**config.mk**
```make
export PLATFORM = sky130hd
export DESIGN_NAME = tmr_timer
export DESIGN_NICKNAME = d
export VERILOG_FILES = /design/src/hdl/tmr_pkg.sv /design/src/hdl/tmr_timer.sv
export SDC_FILE = /design/constraint.sdc
export NUM_CORES = 1
export LEC_CHECK = 0
export BUFFER_PORTS_ARGS = -buffer_cell sky130_fd_sc_hd__buf_4
export CAP_MARGIN = 5
export CORE_ASPECT_RATIO = 1.2
export CORE_MARGIN = 2
export CORE_UTILIZATION = 48
export CTS_CLUSTER_SIZE = 16
export DETAILED_ROUTE_END_ITERATION = 10
export MAX_ROUTING_LAYER = met4
export PLACE_DENSITY = 0.68
export SLEW_MARGIN = 25
export SYNTH_ARGS = -nofsm -noshare
export SYNTH_HDL_FRONTEND = slang
export SYNTH_SLANG_ARGS = --single-unit
```
**constraint.sdc**
```tcl
create_clock -name i_clk -period 2.7 [get_ports i_clk]
set_input_delay 0.405 -clock i_clk [delete_from_list [all_inputs] [get_ports i_clk]]
set_output_delay 0.405 -clock i_clk [all_outputs]
set_load 0.02 [all_outputs]
```
**src/hdl/tmr_pkg.sv**
```systemverilog
// Package with register map, field layout and constants of the 8-bit timer
package tmr_pkg;

  // Register addresses on the plain register port
  localparam logic [7:0] TMR_ADDR_PSC   = 8'hD2;
  localparam logic [7:0] TMR_ADDR_CNT   = 8'hD3;
  localparam logic [7:0] TMR_ADDR_CTL   = 8'hD4;
  localparam logic [7:0] TMR_ADDR_ISTAT = 8'hD5;
  localparam logic [7:0] TMR_ADDR_IMASK = 8'hD6;

  // Reset and reload values
  localparam logic [6:0] TMR_PSC_RST    = 7'h7F;
  localparam logic [7:0] TMR_CNT_RST    = 8'hFF;
  localparam logic [7:0] TMR_CTL_RST    = 8'h00;
  localparam logic [6:0] TMR_PSC_ZERO   = 7'h00;
  localparam logic [7:0] TMR_CNT_ZERO   = 8'h00;
  localparam logic [1:0] TMR_IRQ_RST    = 2'h0;
  localparam logic [7:0] TMR_RD_IDLE    = 8'h00;

  // Field positions of status_control
  localparam int TMR_CTL_FLAG    = 7;
  localparam int TMR_CTL_IEN     = 6;
  localparam int TMR_CTL_DIR     = 5;
  localparam int TMR_CTL_DOUT    = 4;
  localparam int TMR_CTL_RUN     = 3;
  localparam int TMR_CTL_DIV_MSB = 2;
  localparam int TMR_CTL_DIV_LSB = 0;

  // Event bits of the interrupt status and mask registers
  localparam int TMR_IEV_UNDER = 0;
  localparam int TMR_IEV_PIN   = 1;

  // Internal clock divider in front of the prescaler (divide by 12)
  localparam int         TMR_INT_DIV      = 12;
  localparam logic [3:0] TMR_INT_DIV_LAST = 4'(TMR_INT_DIV - 1);
  localparam logic [3:0] TMR_INT_DIV_ZERO = 4'h0;

  // Prescaler clock source, picked from direction and data output bits
  typedef enum logic [1:0] {
    TMR_MODE_EVENT,
    TMR_MODE_GATED,
    TMR_MODE_OUTPUT
  } tmr_mode_e;

  // Low-bit mask of the prescaler tap: 2**sel - 1
  function automatic logic [6:0] tmr_tap_mask(input logic [2:0] sel);
    logic [7:0] tmp;
    tmp = 8'(8'h01 << sel) - 8'h01;
    return tmp[6:0];
  endfunction

endpackage

```
**src/hdl/tmr_timer.sv**
```systemverilog
// Eight-bit down-counting timer with seven-bit prescaler and timer pin
//
// Functional notes
// - Prescaler read gives zero in bit 7 and the live count below.
// - Reset: prescaler 7Fh, counter FFh, status/control 00h.
// - Counter readable and writable at any time, all eight bits.
// - Underflow flag sets when the counter passes from 00h to FFh.
// - Interrupt request while enable is one and the flag or an unmasked event bit is set, none otherwise.
// - Direction bit zero makes the pin input, one a push-pull output.
// - Output mode: data bit goes to pin on flag rise; input: selects mode.
// - Run bit zero holds prescaler at 7Fh and freezes counter.
// - Divider select picks tap dividing by 2**select, 1 up to 128.
// - Registers at D2h, D3h, D4h; status/control fields as laid out.
// - Underflow interrupt can wake the processor from wait and stop.
// - Counter reloads FFh after zero, steps once per tap rising edge.
// - Gated mode: prescaler steps on divided clock only while pin high.
// - Event mode: prescaler steps on each rising edge of the pin.
//
// Decided for this implementation: the address-and-strobe port.
`timescale 1ns/1ns
module tmr_timer
  import tmr_pkg::*;
(
  input  wire logic       i_clk,    // System clock, 20 MHz
  input  wire logic       i_rst_n,  // Synchronous reset, active low
  input  wire logic [7:0] i_addr,   // Register address
  input  wire logic [7:0] i_wdata,  // Write data
  input  wire logic       i_wr,     // Write strobe
  input  wire logic       i_rd,     // Read strobe
  output logic      [7:0] o_rdata,  // Read data, cycle after strobe
  input  wire logic       i_pin_i,  // Timer pin level in
  output logic            o_pin_o,  // Timer pin level out
  output logic            o_pin_oe, // Timer pin drive enable
  output logic            o_irq     // Level interrupt and wake request
);

  logic [6:0] psc_ff, nxt_psc;
  logic [7:0] cnt_ff, nxt_cnt;
  logic       flag_ff, nxt_flag;
  logic       ien_ff, nxt_ien;
  logic       dir_ff, nxt_dir;
  logic       dout_ff, nxt_dout;
  logic       run_ff, nxt_run;
  logic [2:0] div_ff, nxt_div;
  logic [3:0] div12_ff, nxt_div12;
  logic       pin_s1_ff, pin_s2_ff, pin_s3_ff;
  logic [1:0] istat_ff, nxt_istat;
  logic [1:0] imask_ff, nxt_imask;
  logic [7:0] rdata_ff, nxt_rdata;
  logic       irq_ff, nxt_irq;
  logic       pin_o_ff, nxt_pin_o;
  logic       pin_oe_ff, nxt_pin_oe;

  logic       wr_psc, wr_cnt, wr_ctl, wr_istat, wr_imask;
  logic       int_tick, pin_rise, psc_clk, psc_step, tap_fire;
  logic       underflow, flag_set, flag_rise;
  logic [1:0] ev_set, ev_clr;
  tmr_mode_e  mode;

  // Register decode and clock source selection
  always_comb begin
    wr_psc   = i_wr && (i_addr == TMR_ADDR_PSC);
    wr_cnt   = i_wr && (i_addr == TMR_ADDR_CNT);
    wr_ctl   = i_wr && (i_addr == TMR_ADDR_CTL);
    wr_istat = i_wr && (i_addr == TMR_ADDR_ISTAT);
    wr_imask = i_wr && (i_addr == TMR_ADDR_IMASK);
    int_tick = (div12_ff == TMR_INT_DIV_LAST);
    // Edge seen on second and third stage only, never the first
    pin_rise = pin_s2_ff && !pin_s3_ff;
    // Input mode uses the data bit as mode select
    if (dir_ff) begin
      mode = TMR_MODE_OUTPUT;
    end else if (dout_ff) begin
      mode = TMR_MODE_GATED;
    end else begin
      mode = TMR_MODE_EVENT;
    end
    // Default first, so the source mux can never hold a latch
    psc_clk = 1'b0;
    unique case (mode)
      TMR_MODE_EVENT: begin
        psc_clk = pin_rise;
      end
      TMR_MODE_GATED: begin
        psc_clk = int_tick && pin_s2_ff;
      end
      TMR_MODE_OUTPUT: begin
        psc_clk = int_tick;
      end
    endcase
    psc_step = run_ff && psc_clk;
    // Tap rises when the low select bits wrap from zero
    tap_fire = psc_step &&
               ((psc_ff & tmr_tap_mask(div_ff)) == TMR_PSC_ZERO);
  end

  // Next values of prescaler, counter and divide-by-12
  always_comb begin
    nxt_div12 = int_tick ? TMR_INT_DIV_ZERO : div12_ff + 4'h1;
    if (!run_ff) begin
      nxt_psc = TMR_PSC_RST;
    end else if (wr_psc) begin
      nxt_psc = i_wdata[6:0];
    end else if (psc_step) begin
      nxt_psc = (psc_ff == TMR_PSC_ZERO) ? TMR_PSC_RST : psc_ff - 7'h01;
    end else begin
      nxt_psc = psc_ff;
    end
    // Software write wins over a decrement in the same cycle
    underflow = !wr_cnt && tap_fire && (cnt_ff == TMR_CNT_ZERO);
    if (wr_cnt) begin
      nxt_cnt = i_wdata;
    end else if (tap_fire) begin
      nxt_cnt = (cnt_ff == TMR_CNT_ZERO) ? TMR_CNT_RST :
                cnt_ff - 8'h01;
    end else begin
      nxt_cnt = cnt_ff;
    end
  end

  // Next values of status/control and the timer pin
  always_comb begin
    nxt_ien  = wr_ctl ? i_wdata[TMR_CTL_IEN]  : ien_ff;
    nxt_dir  = wr_ctl ? i_wdata[TMR_CTL_DIR]  : dir_ff;
    nxt_dout = wr_ctl ? i_wdata[TMR_CTL_DOUT] : dout_ff;
    nxt_run  = wr_ctl ? i_wdata[TMR_CTL_RUN]  : run_ff;
    nxt_div  = wr_ctl ? i_wdata[TMR_CTL_DIV_MSB:TMR_CTL_DIV_LSB] : div_ff;
    // Hardware set beats a software clear in the same cycle
    flag_set = underflow ||
               (wr_cnt && (i_wdata == TMR_CNT_ZERO)) ||
               (wr_ctl && i_wdata[TMR_CTL_FLAG]);
    if (flag_set) begin
      nxt_flag = 1'b1;
    end else if (wr_ctl) begin
      nxt_flag = 1'b0;
    end else begin
      nxt_flag = flag_ff;
    end
    flag_rise  = nxt_flag && !flag_ff;
    // Data bit is latched on flag rise, seen on the pin when driving
    nxt_pin_o  = flag_rise ? nxt_dout : pin_o_ff;
    nxt_pin_oe = nxt_dir;
  end

  // Interrupt status, mask and request
  always_comb begin
    ev_set = 2'h0;
    ev_set[TMR_IEV_UNDER] = underflow;
    ev_set[TMR_IEV_PIN]   = pin_rise;
    ev_clr    = wr_istat ? i_wdata[1:0] : 2'h0;
    nxt_istat = (istat_ff & ~ev_clr) | ev_set;
    nxt_imask = wr_imask ? i_wdata[1:0] : imask_ff;
    // Enable gates every source, so a zero enable means no request;
    // the same level serves as wake-up in wait and stop
    nxt_irq   = nxt_ien &&
                (nxt_flag || (|(nxt_istat & nxt_imask)));
  end

  // Read data, valid only in the cycle after the strobe
  always_comb begin
    nxt_rdata = TMR_RD_IDLE;
    if (i_rd) begin
      unique case (i_addr)
        TMR_ADDR_PSC:   nxt_rdata = {1'b0, psc_ff};
        TMR_ADDR_CNT:   nxt_rdata = cnt_ff;
        TMR_ADDR_CTL:   nxt_rdata = {flag_ff, ien_ff, dir_ff, dout_ff,
                                     run_ff, div_ff};
        TMR_ADDR_ISTAT: nxt_rdata = {6'h00, istat_ff};
        TMR_ADDR_IMASK: nxt_rdata = {6'h00, imask_ff};
        default:        nxt_rdata = TMR_RD_IDLE;
      endcase
    end
  end

  // State registers; the pin synchroniser runs through reset as well
  always_ff @(posedge i_clk) begin
    pin_s1_ff <= i_pin_i;
    pin_s2_ff <= pin_s1_ff;
    pin_s3_ff <= pin_s2_ff;
    if (!i_rst_n) begin
      psc_ff    <= TMR_PSC_RST;
      cnt_ff    <= TMR_CNT_RST;
      {flag_ff, ien_ff, dir_ff, dout_ff, run_ff, div_ff} <= TMR_CTL_RST;
      div12_ff  <= TMR_INT_DIV_ZERO;
      istat_ff  <= TMR_IRQ_RST;
      imask_ff  <= TMR_IRQ_RST;
      rdata_ff  <= TMR_RD_IDLE;
      irq_ff    <= 1'b0;
      pin_o_ff  <= 1'b0;
      pin_oe_ff <= 1'b0;
    end else begin
      psc_ff    <= nxt_psc;
      cnt_ff    <= nxt_cnt;
      flag_ff   <= nxt_flag;
      ien_ff    <= nxt_ien;
      dir_ff    <= nxt_dir;
      dout_ff   <= nxt_dout;
      run_ff    <= nxt_run;
      div_ff    <= nxt_div;
      div12_ff  <= nxt_div12;
      istat_ff  <= nxt_istat;
      imask_ff  <= nxt_imask;
      rdata_ff  <= nxt_rdata;
      irq_ff    <= nxt_irq;
      pin_o_ff  <= nxt_pin_o;
      pin_oe_ff <= nxt_pin_oe;
    end
  end

  // Outputs straight from flip-flops
  assign o_rdata  = rdata_ff;
  assign o_irq    = irq_ff;
  assign o_pin_o  = pin_o_ff;
  assign o_pin_oe = pin_oe_ff;
endmodule

```
After elaboration in Yosys (flattened, before gate mapping)
Cells that the tools add are included.
{"block": "totals", "in_bits": 21, "word_cells": 84, "out_inout_bits": 11, "reg_bits": 44}
{"block": "classes", "n_reduce_logical": 32, "add_sub_neg": 4, "n_mux": 16, "bitwise_logic": 6, "n_shift": 1, "n_eq_ne": 8}
{"op": "== test 8 bit (second input constant)", "n": 5}
{"op": "case mux 8 bit (5 select lines)", "n": 1}
{"op": "2-to-1 mux 8 bit", "n": 3}
{"op": "2-to-1 mux 7 bit", "n": 3}
{"op": "zero test 8 bit", "n": 2}
{"op": "logical AND 1 bit", "n": 15}
{"op": "zero test 7 bit", "n": 2}
{"op": "subtractor 7 x 1 -> 7 bit (second input constant)", "n": 2}
{"op": "subtractor 8 x 1 -> 8 bit (second input constant)", "n": 1}
{"op": "AND 7 bit", "n": 1}
{"op": "<< shifter 1 x 3 -> 7 bit (first input constant)", "n": 1}
{"op": "2-to-1 mux 2 bit", "n": 3}
{"op": "2-to-1 mux 1 bit", "n": 5}
{"op": "adder 4 x 1 -> 4 bit (second input constant)", "n": 1}
{"op": "AND 2 bit", "n": 2}
{"op": "== test 4 bit (second input constant)", "n": 1}
{"op": "AND reduction 2 bit", "n": 2}
{"op": "nonzero test 2 bit", "n": 2}
{"op": "OR reduction 2 bit", "n": 2}
{"op": "zero test 1 bit", "n": 3}
{"op": "logical OR 1 bit", "n": 3}
{"op": "case mux 1 bit (3 select lines)", "n": 1}
{"op": "== test 2 x 1 -> 1 bit (second input constant)", "n": 1}
{"op": "== test 2 bit (second input constant)", "n": 1}
{"op": "4 further kinds", "n": 4}

Longest topological paths before layout
{"block": "depth", "word_depth": 13, "depth_mapped": 10, "mapped_depth_nobuf": 8}

Worst setup path before layout
OpenSTA, ideal clock, no wires.
{"block": "synth_timing", "path_kind": "register to register", "start": "register div_ff[0]", "end": "register cnt_ff[1]", "setup_time_ns": 0.095, "t_required_ns": 2.605, "arrival_ns": 2.081, "path_slack_ns": 0.523, "path_buffers": 2, "synth_period_minus_slack_ns": 2.177, "path_stages_with_launch": 10, "path_cell_list": "dfxtp_1 buf_6 or3_4 ha_1 nor4b_2 o21ai_4 o311a_2 buf_2 and3_1 o311ai_1"}
{"block": "synth_via", "elab_chain_len": 6}
{"element": "from (decl)", "line": "tmr_timer.sv:44", "rtl": "logic [2:0] div_ff, nxt_div;"}
{"element": "from (signal assigned)", "line": "tmr_timer.sv:199", "rtl": "div_ff <= nxt_div;"}
{"element": "<< shifter 1 x 3 -> 7 bit", "line": "tmr_pkg.sv:48", "rtl": "tmp = 8'(8'h01 << sel) - 8'h01;"}
{"element": "subtractor 7 x 1 -> 7 bit", "line": "tmr_pkg.sv:48"}
{"element": "AND 7 bit", "line": "tmr_timer.sv:94", "rtl": "((psc_ff & tmr_tap_mask(div_ff)) == TMR_PSC_ZERO);"}
{"element": "zero test 7 bit", "line": "tmr_timer.sv:94"}
{"element": "logical AND 1 bit", "line": "tmr_timer.sv:93", "rtl": "tap_fire = psc_step &&"}
{"element": "nonzero test 2 bit (no line)"}
{"element": "to (signal assigned)", "line": "tmr_timer.sv:193", "rtl": "cnt_ff <= nxt_cnt;"}
{"element": "to (decl)", "line": "tmr_timer.sv:38", "rtl": "logic [7:0] cnt_ff, nxt_cnt;"}
No other way between the ends.
A chain may end at the register's enable or synchronous reset.

Worst setup path after layout
{"block": "layout_timing", "start": "register div_ff[1]", "end": "register cnt_ff[1]"}
The elaborated chain is that of the path after synthesis.

==> metrics <==
status complete, no violations; Post-Route Utilization 0.5558; Commonest cells post-synth nor2_1 (46), dfxtp_1 (44), nand2_1 (27); Least-Margin Pin Slew 559.8 ps; placed cell area 2830 µm²; multiplexer area fraction after synthesis 0.05422; Critical Path RT 2900 ps; Iter 0 DRT Violations 213; Max Cap Viol 0; initial antenna violation count 0; Worst setup SP type register; # hold bufs at CTS 0; Mapped Avg Cell Area 8.493 µm²; post-CTS sizing 0; grt total ovfl 0; minimum clock period 2258 ps; Syn-to-layout area delta 12.14%; clk_lat worst skew 300 ps; CP Class register to register; die footprint 6040 µm²; switching pwr 0.2771 mW; Reg power frac 0.560; Max clock buf depth 2; post-synthesis compound-gate area fraction 0.2246; CTS root buffer clkbuf_8; first-pass GRT wire length 10940 µm; drt wl/cell 16.65 µm; post-synthesis net count 334; gpl congestion 0.9044; initial core utilization 0.4956; Vias/cell 6.096; Mapped Area 2608 µm²; antenna-violating nets left 0; largest net degree at the start of global routing 18; internal power 0.9024 mW; via count of the first global-routing pass 2309; RSZ-0062 raised after global routing false; Inst Count DP 388; worst ir drop on vdd 0.0002626 V; Seq cells post-synth 44; Design Area, Final 2924 µm²; Post-Synth Adder-Cell Area 0.02879; Crit. End Element register; drc violations 0; total number of yosys warnings 0; TritonCTS clock tree done; clock skew 6.372 ps; pre-CTS setup slack 485.6 ps; Setup WS post-layout 442.3 ps; Final nets 360; Synth Area in Simple Gates 0.2788; Total Power 1.179 mW; hold_ws 202.1 ps; main combinational cell family by area after synthesis simple AND/OR/NAND/NOR gates; endpoints failing setup 0; Post-synth EDFFs 0; Sink Count 44; DRT Wirelength 6594 µm; vias 2414; Comb pwr share 0.077; top cells by area, synth dfxtp_1 (34%), nor2_1 (6.6%), mux2i_1 (5.0%), nand2_1 (3.9%), a21oi_1 (3.6%); top-count cell post-synth nor2_1; Sw Share 0.2349; Post-synth ARST share 0; I/O Pins 32; Worst-path clk slew 80 ps; Slew HR 0.6260; Mapped Cells 307; num rows 29; Min-Delay Path Class input pin to register; peak fanout along the critical path 10; Final Cycle Share 0.8362; All-Layer GR Usage 0.2373; area share of the largest cell type after synthesis 0.3378; DR pass1 iterations 4; endpoints failing hold 0; CTS Buf Count 5; critical path arrival 2460 ps; share of post-route cells with drive strength above 1 0.1707; Slew Limit Fails 0; filler-free cell count of the finished design 396; total power per unit cell area 403.4 nW/µm²; H-tree depth reported by CTS 2; clock group share of total power 0.362; Core Region 5261 µm²; postcts setup bufs 0; Port Buffers 31; Die Wd 71.28 µm; Synth Flop Type dfxtp_1; Die Ht 84.74 µm; largest area contributor in the netlist dfxtp_1; Synth Area in XOR/XNOR 0.01344; # diodes 0; half-perimeter wire length after placement 4941 µm; post-synthesis sequential area ratio 0.3378; Peak Freq 442.9 MHz; setup TNS 0 ps; Filler Cells Inserted 487; post-synth cell types 66; leakage power 1.204 nW
placed cells by master, fill, tap and decap left out, drive strengths merged, types with 3 or more instances in the layout:
cell type and n:
a211o 3, a21oi 19, a22oi 10, and2 3, and3 4, buf 36, clkbuf 7, dfxtp 44
ha 6, inv 9, mux2i 13, nand2 28, nand2b 5, nand3 10, nand4 8, nor2 46
nor2b 3, nor3 5, nor3b 3, nor4 5, nor4b 3, o2111ai 3, o211ai 3, o21ai 10
o22ai 4, o311ai 8, or3 4, xnor2 3
power by group through the flow:
stage / logic [mW] / registers (mW) / clock network, mW
after floorplan: 0.0435 / 0.675 / 0
after global placement: 0.0896 / 0.676 / 0
after detailed placement: 0.0902 / 0.676 / 0
after CTS: 0.0905 / 0.661 / 0.443
after global routing: 0.0989 / 0.662 / 0.469
final: 0.0913 / 0.661 / 0.427
cell type report:
type	instances	area [µm²]	area share
Clock inverter	1	7.507	0.002567
Multi-Input combinational cell	236	1564	0.5349
Clock buffer	7	86.33	0.02953
Timing Repair Buffer	36	270.3	0.09243
Inverter	10	37.54	0.01284
Sequential cell	44	880.8	0.3012
Tap cell	62	77.57	0.02653
state kept, by name, indices dropped and copies added (netlist names), 2 cells and up:
signal,cells
o_rdata,8
cnt_ff,8
div12_ff,4
imask_ff,2
psc_ff,7
div_ff,3
istat_ff,2
final timing paths:
kind         startpoint        end  slack (ps)  cells after the start
max           div_ff[1]  cnt_ff[1]         440                      7
min             i_pin_i  pin_s1_ff         200                      1
max reg2reg   div_ff[1]  cnt_ff[1]         440                      7
min reg2reg   pin_s1_ff  pin_s2_ff         330                      0
worst max-delay path, stage by stage, from the launching register on:
cell and delay [ps]:
dfxtp_1 410, or3_4 430, ha_1 260, nor4b_2 340, o21ai_4 100, o311a_2 210
and3_1 190, o311ai_1 220
kinds of logic (layout without fill, tap and decap cells):
logic type | count (synthesis) | count (layout)
adders and majority gates | 6 | 6
muxes | 14 | 14
AOI/OAI and AO/OA | 78 | 78
and+or+nand+nor | 134 | 134
DFF | 44 | 44
xor gates and xnor gates | 4 | 4
buffers and inverters | 27 | 54
per-layer routing:
layer / wire, µm / global-route usage / up-vias
met4: 211 / 0.1081 / 0
met3: 322 / 0.04322 / 19
met5: 0 / - / -
met1: 2939 / 0.2981 / 1132
met2: 3121 / 0.3678 / 74
li1: - / - / 1189
No activity file was read; power rests on OpenSTA's default activity.
